===== src/logic/sysopt_pkg.sv =====
/*
 * Package for the system option and power-management register bank:
 * register offsets, field positions, reset values and bus clock codes.
 * Assumes a byte-wide register port from the on-chip core.
 */
`default_nettype none

package sysopt_pkg;

	// ----------------------------------------------------------------
	// Register offsets
	// ----------------------------------------------------------------
	localparam logic [15:0] OFS_PMC1 = 16'h1809;
	localparam logic [15:0] OFS_OPT1 = 16'h1802;
	localparam logic [15:0] OFS_OPT2 = 16'h1803;
	localparam logic [15:0] OFS_LVIN = 16'h1810;

	// ----------------------------------------------------------------
	// Option register 1 fields
	// ----------------------------------------------------------------
	localparam int WDOG_EN_BIT = 7;
	localparam int WDOG_CLK_BIT = 6;
	localparam int STOP_ALLOW_BIT = 5;
	localparam int RADIO_EN_BIT = 4;
	localparam int TEMP_EN_BIT = 3;
	localparam int TEMP_LVL_BIT = 2;
	localparam int DEBUG_PIN_BIT = 1;
	localparam int OPT1_RSVD_BIT = 0;
	localparam logic DEBUG_PIN_RST = 1'h1;
	localparam logic RADIO_EN_RST = 1'h0;

	// ----------------------------------------------------------------
	// Option register 2 fields
	// ----------------------------------------------------------------
	localparam int WDOG_TO_LSB = 4;
	localparam int WDOG_TO_W = 3;
	localparam logic [2:0] WDOG_TO_RST = 3'h7;
	localparam int TMR_SRC_BIT = 3;
	localparam int TMR_DIV_BIT = 2;
	localparam int BUS_SEL_LSB = 0;
	localparam int BUS_SEL_W = 2;
	localparam int TMR_DIV_RATIO = 8;

	// ----------------------------------------------------------------
	// Power management control 1 fields
	// ----------------------------------------------------------------
	localparam int LV_FLAG_BIT = 7;
	localparam int LV_ACK_BIT = 6;
	localparam int LV_IRQ_BIT = 5;
	localparam int LV_RST_BIT = 4;
	localparam int LV_STOP_BIT = 3;
	localparam int LV_DET_BIT = 2;
	localparam int BANDGAP_BIT = 0;
	localparam logic [7:0] PMC1_RST = 8'h1C;

	// Bus clock select codes
	typedef enum logic [1:0] {
		BUS_4MHZ = 2'h0,
		BUS_2MHZ = 2'h1,
		BUS_1MHZ = 2'h2,
		BUS_HALF_MHZ = 2'h3
	} bus_clk_t;

endpackage : sysopt_pkg

`default_nettype wire


===== src/logic/sysopt_regs.sv =====
/*
 * System option and power-management control register bank.
 * Assumes: register port strobes are one cycle and never both at once;
 * the low-voltage detector, oscillators and timer muxes are outside and
 * use the control outputs; power_on_rst marks the first power-up only.
 */
// Behaviour
// - Watchdog enable resets set, first write only
// - Watchdog clock select resets clear, write-once
// - Stop allow resets clear, write-once
// - Radio enable kept across reset, always writable
// - Temperature restart enable cleared by reset
// - Temperature restart level cleared by reset
// - Debug pin enable gives pin to debug
// - Option 1 bit 0 reads one
// - Option 2 bit 7 reads zero
// - Watchdog timeout resets longest, write-once
// - Timer source: port line or slow oscillator
// - Timer source divided by one or eight
// - Bus select codes give 4,2,1,0.5 MHz
// - Bus clock half fast oscillator; reset clear
// - Power control bit 1 reads zero
// - Detect and reset enables write-once
// - Flag set by event, acknowledge clears it
// - Interrupt request when flag and enable
`default_nettype none

module sysopt_regs
	import sysopt_pkg::*;
(
	// Clock and reset
	input wire logic core_clk,
	input wire logic sys_rst,
	input wire logic power_on_rst,
	// Register port
	input wire logic [15:0] reg_addr,
	input wire logic [7:0] reg_wdata,
	input wire logic reg_wr,
	input wire logic reg_rd,
	output logic [7:0] reg_rdata,
	// Low-voltage detector
	input wire logic lowv_event,
	// Controls
	output logic wdog_enable,
	output logic wdog_clock_select,
	output logic stop_allow,
	output logic radio_enable,
	output logic temp_restart_enable,
	output logic temp_restart_level,
	output logic debug_pin_enable,
	output logic [2:0] wdog_timeout_sel,
	output logic tmr_ch0_src_sel,
	output logic tmr_ch0_src_div,
	output logic [1:0] bus_clock_sel,
	output logic lowv_irq,
	output logic lowv_reset_enable,
	output logic lowv_stop_enable,
	output logic lowv_detect_enable,
	output logic bandgap_buffer_enable
);

	// ----------------------------------------------------------------
	// Decode
	// ----------------------------------------------------------------
	// Full address compare: a partial decode would let stray writes arm write-once latches
	logic wr_opt1, wr_opt2, wr_pmc1;
	assign wr_opt1 = reg_wr && (reg_addr == OFS_OPT1);
	assign wr_opt2 = reg_wr && (reg_addr == OFS_OPT2);
	assign wr_pmc1 = reg_wr && (reg_addr == OFS_PMC1);

	// ----------------------------------------------------------------
	// Option register 1
	// ----------------------------------------------------------------
	logic opt1_done_r;
	logic wdog_en_r, wdog_clk_r, stop_allow_r;
	logic radio_en_r;
	logic temp_en_r, temp_lvl_r, debug_pin_r;

	// One latch guards all write-once bits of this register; any write
	// arms it, even one that leaves the stored value unchanged
	always_ff @(posedge core_clk) begin
		if (sys_rst) begin
			opt1_done_r <= 1'b0;
		end else if (wr_opt1) begin
			opt1_done_r <= 1'b1;
		end
	end

	// Write-once watchdog and stop controls
	always_ff @(posedge core_clk) begin
		if (sys_rst) begin
			wdog_en_r <= 1'b1;
			wdog_clk_r <= 1'b0;
			stop_allow_r <= 1'b0;
		end else if (wr_opt1 && !opt1_done_r) begin
			wdog_en_r <= reg_wdata[WDOG_EN_BIT];
			wdog_clk_r <= reg_wdata[WDOG_CLK_BIT];
			stop_allow_r <= reg_wdata[STOP_ALLOW_BIT];
		end
	end

	// Freely writable temperature restart and debug pin controls
	always_ff @(posedge core_clk) begin
		if (sys_rst) begin
			temp_en_r <= 1'b0;
			temp_lvl_r <= 1'b0;
			debug_pin_r <= DEBUG_PIN_RST;
		end else if (wr_opt1) begin
			temp_en_r <= reg_wdata[TEMP_EN_BIT];
			temp_lvl_r <= reg_wdata[TEMP_LVL_BIT];
			debug_pin_r <= reg_wdata[DEBUG_PIN_BIT];
		end
	end

	// Radio enable survives ordinary resets; only power-up clears it, so
	// the system must pulse power_on_rst once or the bit starts unknown
	always_ff @(posedge core_clk) begin
		if (power_on_rst) begin
			radio_en_r <= RADIO_EN_RST;
		end else if (wr_opt1) begin
			radio_en_r <= reg_wdata[RADIO_EN_BIT];
		end
	end

	// ----------------------------------------------------------------
	// Option register 2
	// ----------------------------------------------------------------
	logic wdog_to_done_r;
	logic [2:0] wdog_to_r;
	logic tmr_src_r, tmr_div_r;
	logic [1:0] bus_sel_r;

	always_ff @(posedge core_clk) begin
		if (sys_rst) begin
			wdog_to_done_r <= 1'b0;
		end else if (wr_opt2) begin
			wdog_to_done_r <= 1'b1;
		end
	end

	// Timeout field takes only the first write after reset
	always_ff @(posedge core_clk) begin
		if (sys_rst) begin
			wdog_to_r <= WDOG_TO_RST;
		end else if (wr_opt2 && !wdog_to_done_r) begin
			wdog_to_r <= reg_wdata[WDOG_TO_LSB +: WDOG_TO_W];
		end
	end

	// Timer source and bus clock code stay writable at any time
	always_ff @(posedge core_clk) begin
		if (sys_rst) begin
			tmr_src_r <= 1'b0;
			tmr_div_r <= 1'b0;
			bus_sel_r <= BUS_4MHZ;
		end else if (wr_opt2) begin
			tmr_src_r <= reg_wdata[TMR_SRC_BIT];
			tmr_div_r <= reg_wdata[TMR_DIV_BIT];
			bus_sel_r <= reg_wdata[BUS_SEL_LSB +: BUS_SEL_W];
		end
	end

	// ----------------------------------------------------------------
	// Power management control 1
	// ----------------------------------------------------------------
	logic pmc1_done_r;
	logic lv_flag_r, lv_irq_en_r, lv_rst_r, lv_stop_r, lv_det_r, bandgap_r;

	always_ff @(posedge core_clk) begin
		if (sys_rst) begin
			pmc1_done_r <= 1'b0;
		end else if (wr_pmc1) begin
			pmc1_done_r <= 1'b1;
		end
	end

	// Detect and its reset take only the first write; a later write
	// cannot switch off protection that firmware set up at boot
	always_ff @(posedge core_clk) begin
		if (sys_rst) begin
			lv_rst_r <= PMC1_RST[LV_RST_BIT];
			lv_det_r <= PMC1_RST[LV_DET_BIT];
		end else if (wr_pmc1 && !pmc1_done_r) begin
			lv_rst_r <= reg_wdata[LV_RST_BIT];
			lv_det_r <= reg_wdata[LV_DET_BIT];
		end
	end

	// Interrupt, stop and bandgap enables are plain read/write bits
	always_ff @(posedge core_clk) begin
		if (sys_rst) begin
			lv_irq_en_r <= PMC1_RST[LV_IRQ_BIT];
			lv_stop_r <= PMC1_RST[LV_STOP_BIT];
			bandgap_r <= PMC1_RST[BANDGAP_BIT];
		end else if (wr_pmc1) begin
			lv_irq_en_r <= reg_wdata[LV_IRQ_BIT];
			lv_stop_r <= reg_wdata[LV_STOP_BIT];
			bandgap_r <= reg_wdata[BANDGAP_BIT];
		end
	end

	// Event beats a same-cycle acknowledge so no detection is lost
	always_ff @(posedge core_clk) begin
		if (sys_rst) begin
			lv_flag_r <= PMC1_RST[LV_FLAG_BIT];
		end else if (lowv_event && lv_det_r) begin
			lv_flag_r <= 1'b1;
		end else if (wr_pmc1 && reg_wdata[LV_ACK_BIT]) begin
			lv_flag_r <= 1'b0;
		end
	end

	// ----------------------------------------------------------------
	// Read back
	// ----------------------------------------------------------------
	// Register images as software sees them; reserved bits are tied here
	logic [7:0] opt1_img;
	logic [7:0] opt2_img;
	logic [7:0] pmc1_img;
	assign opt1_img = {wdog_en_r, wdog_clk_r, stop_allow_r, radio_en_r,
		temp_en_r, temp_lvl_r, debug_pin_r, 1'b1};
	assign opt2_img = {1'b0, wdog_to_r, tmr_src_r, tmr_div_r, bus_sel_r};
	// Acknowledge is write-only and bit 1 is reserved: both read zero
	assign pmc1_img = {lv_flag_r, 1'b0, lv_irq_en_r, lv_rst_r,
		lv_stop_r, lv_det_r, 1'b0, bandgap_r};

	logic [7:0] rd_mux;
	always_comb begin
		rd_mux = 8'h00;
		case (reg_addr)
			OFS_OPT1: begin
				rd_mux = opt1_img;
			end
			OFS_OPT2: begin
				rd_mux = opt2_img;
			end
			OFS_PMC1: begin
				rd_mux = pmc1_img;
			end
			default: begin
				rd_mux = 8'h00;
			end
		endcase
	end

	// Read data is zero outside its answer cycle so an OR of slaves stays clean
	always_ff @(posedge core_clk) begin
		if (sys_rst) begin
			reg_rdata <= 8'h00;
		end else begin
			reg_rdata <= reg_rd ? rd_mux : 8'h00;
		end
	end

	// ----------------------------------------------------------------
	// Control outputs, each from a flip-flop
	// ----------------------------------------------------------------
	// Registered so the request never glitches while the register is written
	logic lv_irq_r;
	always_ff @(posedge core_clk) begin
		if (sys_rst) begin
			lv_irq_r <= 1'b0;
		end else begin
			lv_irq_r <= lv_flag_r && lv_irq_en_r;
		end
	end

	// Controls come straight from their registers, with no logic after them
	assign lowv_irq = lv_irq_r;
	assign wdog_enable = wdog_en_r;
	assign wdog_clock_select = wdog_clk_r;
	assign stop_allow = stop_allow_r;
	assign radio_enable = radio_en_r;
	assign temp_restart_enable = temp_en_r;
	assign temp_restart_level = temp_lvl_r;
	assign debug_pin_enable = debug_pin_r;
	assign wdog_timeout_sel = wdog_to_r;
	assign tmr_ch0_src_sel = tmr_src_r;
	assign tmr_ch0_src_div = tmr_div_r;
	assign bus_clock_sel = bus_sel_r;
	assign lowv_reset_enable = lv_rst_r;
	assign lowv_stop_enable = lv_stop_r;
	assign lowv_detect_enable = lv_det_r;
	assign bandgap_buffer_enable = bandgap_r;

	// ----------------------------------------------------------------
	// Elaboration checks
	// ----------------------------------------------------------------
	// The field layout must fit the byte-wide register port
	if (WDOG_TO_LSB + WDOG_TO_W > 7) begin : g_bad_timeout_field
		$error("watchdog timeout field overlaps bit 7");
	end
	if (BUS_SEL_LSB + BUS_SEL_W > TMR_DIV_BIT) begin : g_bad_bus_field
		$error("bus clock field overlaps the timer divider bit");
	end
	if (PMC1_RST[LV_ACK_BIT] != 1'b0) begin : g_bad_ack_reset
		$error("acknowledge bit must reset to zero");
	end

endmodule : sysopt_regs

`default_nettype wire


===== config.mk =====
export PLATFORM = sky130hd
export DESIGN_NAME = sysopt_regs
export DESIGN_NICKNAME = d
export VERILOG_FILES = /design/src/logic/sysopt_pkg.sv /design/src/logic/sysopt_regs.sv
export SDC_FILE = /design/constraint.sdc
export NUM_CORES = 1
export LEC_CHECK = 0
export BUFFER_PORTS_ARGS = -buffer_cell sky130_fd_sc_hd__buf_2
export CORE_MARGIN = 8
export CORE_UTILIZATION = 45
export DETAILED_ROUTE_END_ITERATION = 10
export GPL_ROUTABILITY_DRIVEN = 0
export PLACE_DENSITY_LB_ADDON = 0.05
export SYNTH_ARGS = -nofsm -noshare
export SYNTH_HDL_FRONTEND = slang
export SYNTH_SLANG_ARGS = --single-unit

===== constraint.sdc =====
create_clock -name core_clk -period 2.2 [get_ports core_clk]
set_input_delay 0 -clock core_clk [delete_from_list [all_inputs] [get_ports core_clk]]
set_output_delay 0 -clock core_clk [all_outputs]
set_load 0.05 [all_outputs]

==> flow_metrics.py <==
metrics = {
    "route": {
        "vias_per_cell": 5.14,
        "ant_nets": 0,
        "routedWlPerCell_um": 15.3,
        "vias": 1281,
        "dr.pass1.iters": 4,
        "wirelength_um": 3800,
        "first_iter_violations": 53,
        "drc": 0,
    },
    "synth": {
        "synth_top_cell_by_area": "dfxtp_1",
        "syn_area_per_cell_um2": 9.83,
        "synth_warnings": 0,
        "synthCells": 143,
        "synth.area.top_cells": "dfxtp_1 46%, mux2i_1 16%, nand2b_1 8.5%, nor2_1 5.9%, nor4_4 3.0%",
        "yosysSeqAreaShare": 0.456,
        "syn_area_um2": 1410,
        "synth_top_cell_area_share": 0.456,
        "synth-seq-cells": 32,
        "synth_nets": 173,
        "synth.distinct_cells": 29,
    },
    "floorplan": {
        "ioPinCount": 57,
        "fp.dieH_um": 71.9,
        "rows": 20,
        "core_region_area_um2": 3000,
        "die_x_um": 71.9,
        "start_util": 0.468,
        "dieArea_um2": 5170,
    },
    "clock_tree": {
        "cts_buffer_depth": 2,
        "cts_root_buffer": "clkbuf_4",
        "post-cts-setup-buffer-count": 0,
        "clk_latency_ns": 0.34,
        "ctsHoldBuffers": 12,
        "h-tree-depth": 2,
        "path_clk_slew_ns": 0.10,
        "numCtsBuffers": 5,
        "clock_sinks": 32,
        "ctsResizeCount": 0,
        "cts_tree": "yes",
    },
    "finish": {
        "areaGrowthSynthToFinish_pct": 36.6,
        "drive_gt1_frac": 0.338,
        "diodes": 0,
        "nets": 245,
        "fin_area_um2": 1920,
        "fill_cells": 259,
        "largest-register": "reg_rdata",
        "largest_reg_flops": 8,
    },
    "outcome": {
        "outcome": "complete, no violations",
    },
    "sta": {
        "setup_viol": 0,
        "finalSetupTns_ns": 0,
        "min_period_over_period": 0.953,
        "drv_slew": 0,
        "hold_violations": 0,
        "maxSlewHeadroom": 0.623,
        "finalCriticalPeriod_ns": 2.10,
        "max_freq_ghz": 0.477,
        "worst_pin_slew_ns": 0.566,
        "grt_setup_unrepaired": "false",
        "finClkSkew_ns": 0.00799,
    },
    "min_path": {
        "min-delay-start": "reg_addr[3]",
        "min_path_type": "input pin to flop",
    },
    "worst_setup_path": {
        "arrival_ns": 2.38,
        "cp-end-kind": "flop",
        "cp_max_fo": 5,
        "startpoint": "reg_addr[13]",
        "crit_type": "input pin to flop",
        "critPathLaunchType": "input pin",
        "cp.required_ns": 2.48,
        "reg2reg_from": "lowv_detect_enable",
    },
    "global_route": {
        "grt.overflow.total": 0,
        "grt_pass1_wl_um": 6270,
        "track_usage": 0.155,
        "antenna_found_initial": 0,
        "grt_pass1_vias": 1324,
        "grt_max_degree": 34,
    },
    "power_and_ir_drop": {
        "p_per_area_nw_per_um2": 583,
        "peakVddDrop_uv": 406,
        "leakage_nw": 0.854,
    },
    "job": {
        "max_cap_viol_count": 0,
    },
    "place": {
        "place_hpwl_um": 2860,
        "placed_area_um2": 1720,
        "portBuffers": 56,
    },
}
-- path summary, 6_finish.rpt --
kind	to	slack, ns	cells after the start
setup reg to reg	lv_flag_r	0.81	3
hold / removal	reg_rdata[0]	0.04	4
hold reg to reg	lowv_irq	0.46	2
setup / recovery	radio_enable	0.10	6
-- metal layers --
metal / GRT usage / vias to the layer above / share of wire
met2: 0.257 / 43 / 0.48
met4: 0.0771 / 0 / 0.016
li1: - / 646 / -
met5: 0 / - / 0
met3: 0.0614 / 6 / 0.088
met1: 0.167 / 586 / 0.42
-- synth_stat cells --
library cell / instances
dfxtp_1: 32
mux2i_1: 23
nor2_1: 22
nand2b_1: 19
a21oi_1: 8
clkbuf_1: 5
inv_1: 4
nand2_1: 4
nand3_1: 2
nor2b_1: 2
nor3_1: 2
nor4_4: 2
or4_1: 2
a211o_1: 1
a221o_1: 1
a311oi_1: 1
a32oi_1: 1
and3_1: 1
nand3b_1: 1
nor3_2: 1
nor3_4: 1
nor4_2: 1
o21ai_0: 1
o21ba_2: 1
o21bai_1: 1
or3_1: 1
or4_4: 1
or4b_4: 1
or4bb_1: 1
-- power by group --
| group | internal, mW | leakage (nW) | total [mW] | switching [mW] |
|---|---|---|---|---|
| Clock | 0.238 | 0.0422 | 0.441 | 0.203 |
| Combinational | 0.0518 | 0.553 | 0.0975 | 0.0457 |
| Sequential | 0.580 | 0.258 | 0.581 | 0.00105 |
| Total | 0.870 | 0.854 | 1.12 | 0.249 |
-- final cells by class --
class                           count  area, um^2  area share
Inverter                            4        15.0     0.00782
Clock inverter                      2        35.0      0.0183
Clock buffer                        6        41.3      0.0215
Tap cell                           33        41.3      0.0215
Timing Repair Buffer               70         415       0.216
Sequential cell                    32         641       0.334
Multi-Input combinational cell    102         731       0.381
-- metrics by stage --
stage | hold WS, ns | util | worst slack, ns | cells | total power, mW
floorplan | 0.111 | - | 0.542 | 143 | 0.639
global placement | 0.243 | 0.574 | 0.337 | 229 | 0.677
detailed placement | 0.247 | 0.574 | 0.298 | 229 | 0.678
CTS | 0.0382 | 0.639 | 0.144 | 249 | 1.13
global route | 0.0553 | 0.639 | 0.0148 | 249 | 1.16
finish | 0.0430 | 0.639 | 0.104 | 249 | 1.12
-- cell families after synthesis --
logic type / count (synthesis) / share of synthesized area
AOI/OAI and AO/OA: 15 / 0.0704
buffers and inverters: 9 / 0.0240
DFF: 32 / 0.456
muxes: 23 / 0.164
and+or+nand+nor: 64 / 0.286
-- layout by cell type (no fill, tap or decap), types with 2 or more instances in the layout --
master          n
buf_2          56
dlygate4sd3_1  12
nor2b_1         2
mux2i_1        23
buf_4           2
or4_1           2
clkbuf_4        5
a21oi_1         8
dfxtp_1        32
nor2_1         22
nand2_1         4
nand2b_1       19
nand3_1         2
nor3_1          2
inv_1           4
nor4_4          2
-- worst max-delay path, cell delays in order --
cell and delay [ns]:
buf_2 0.09, or4b_4 0.55, or4_4 0.64, nor3_4 0.31, mux2i_1 0.23, dlygate4sd3_1 0.55
Note: power is estimated with default switching activity, not from simulation.
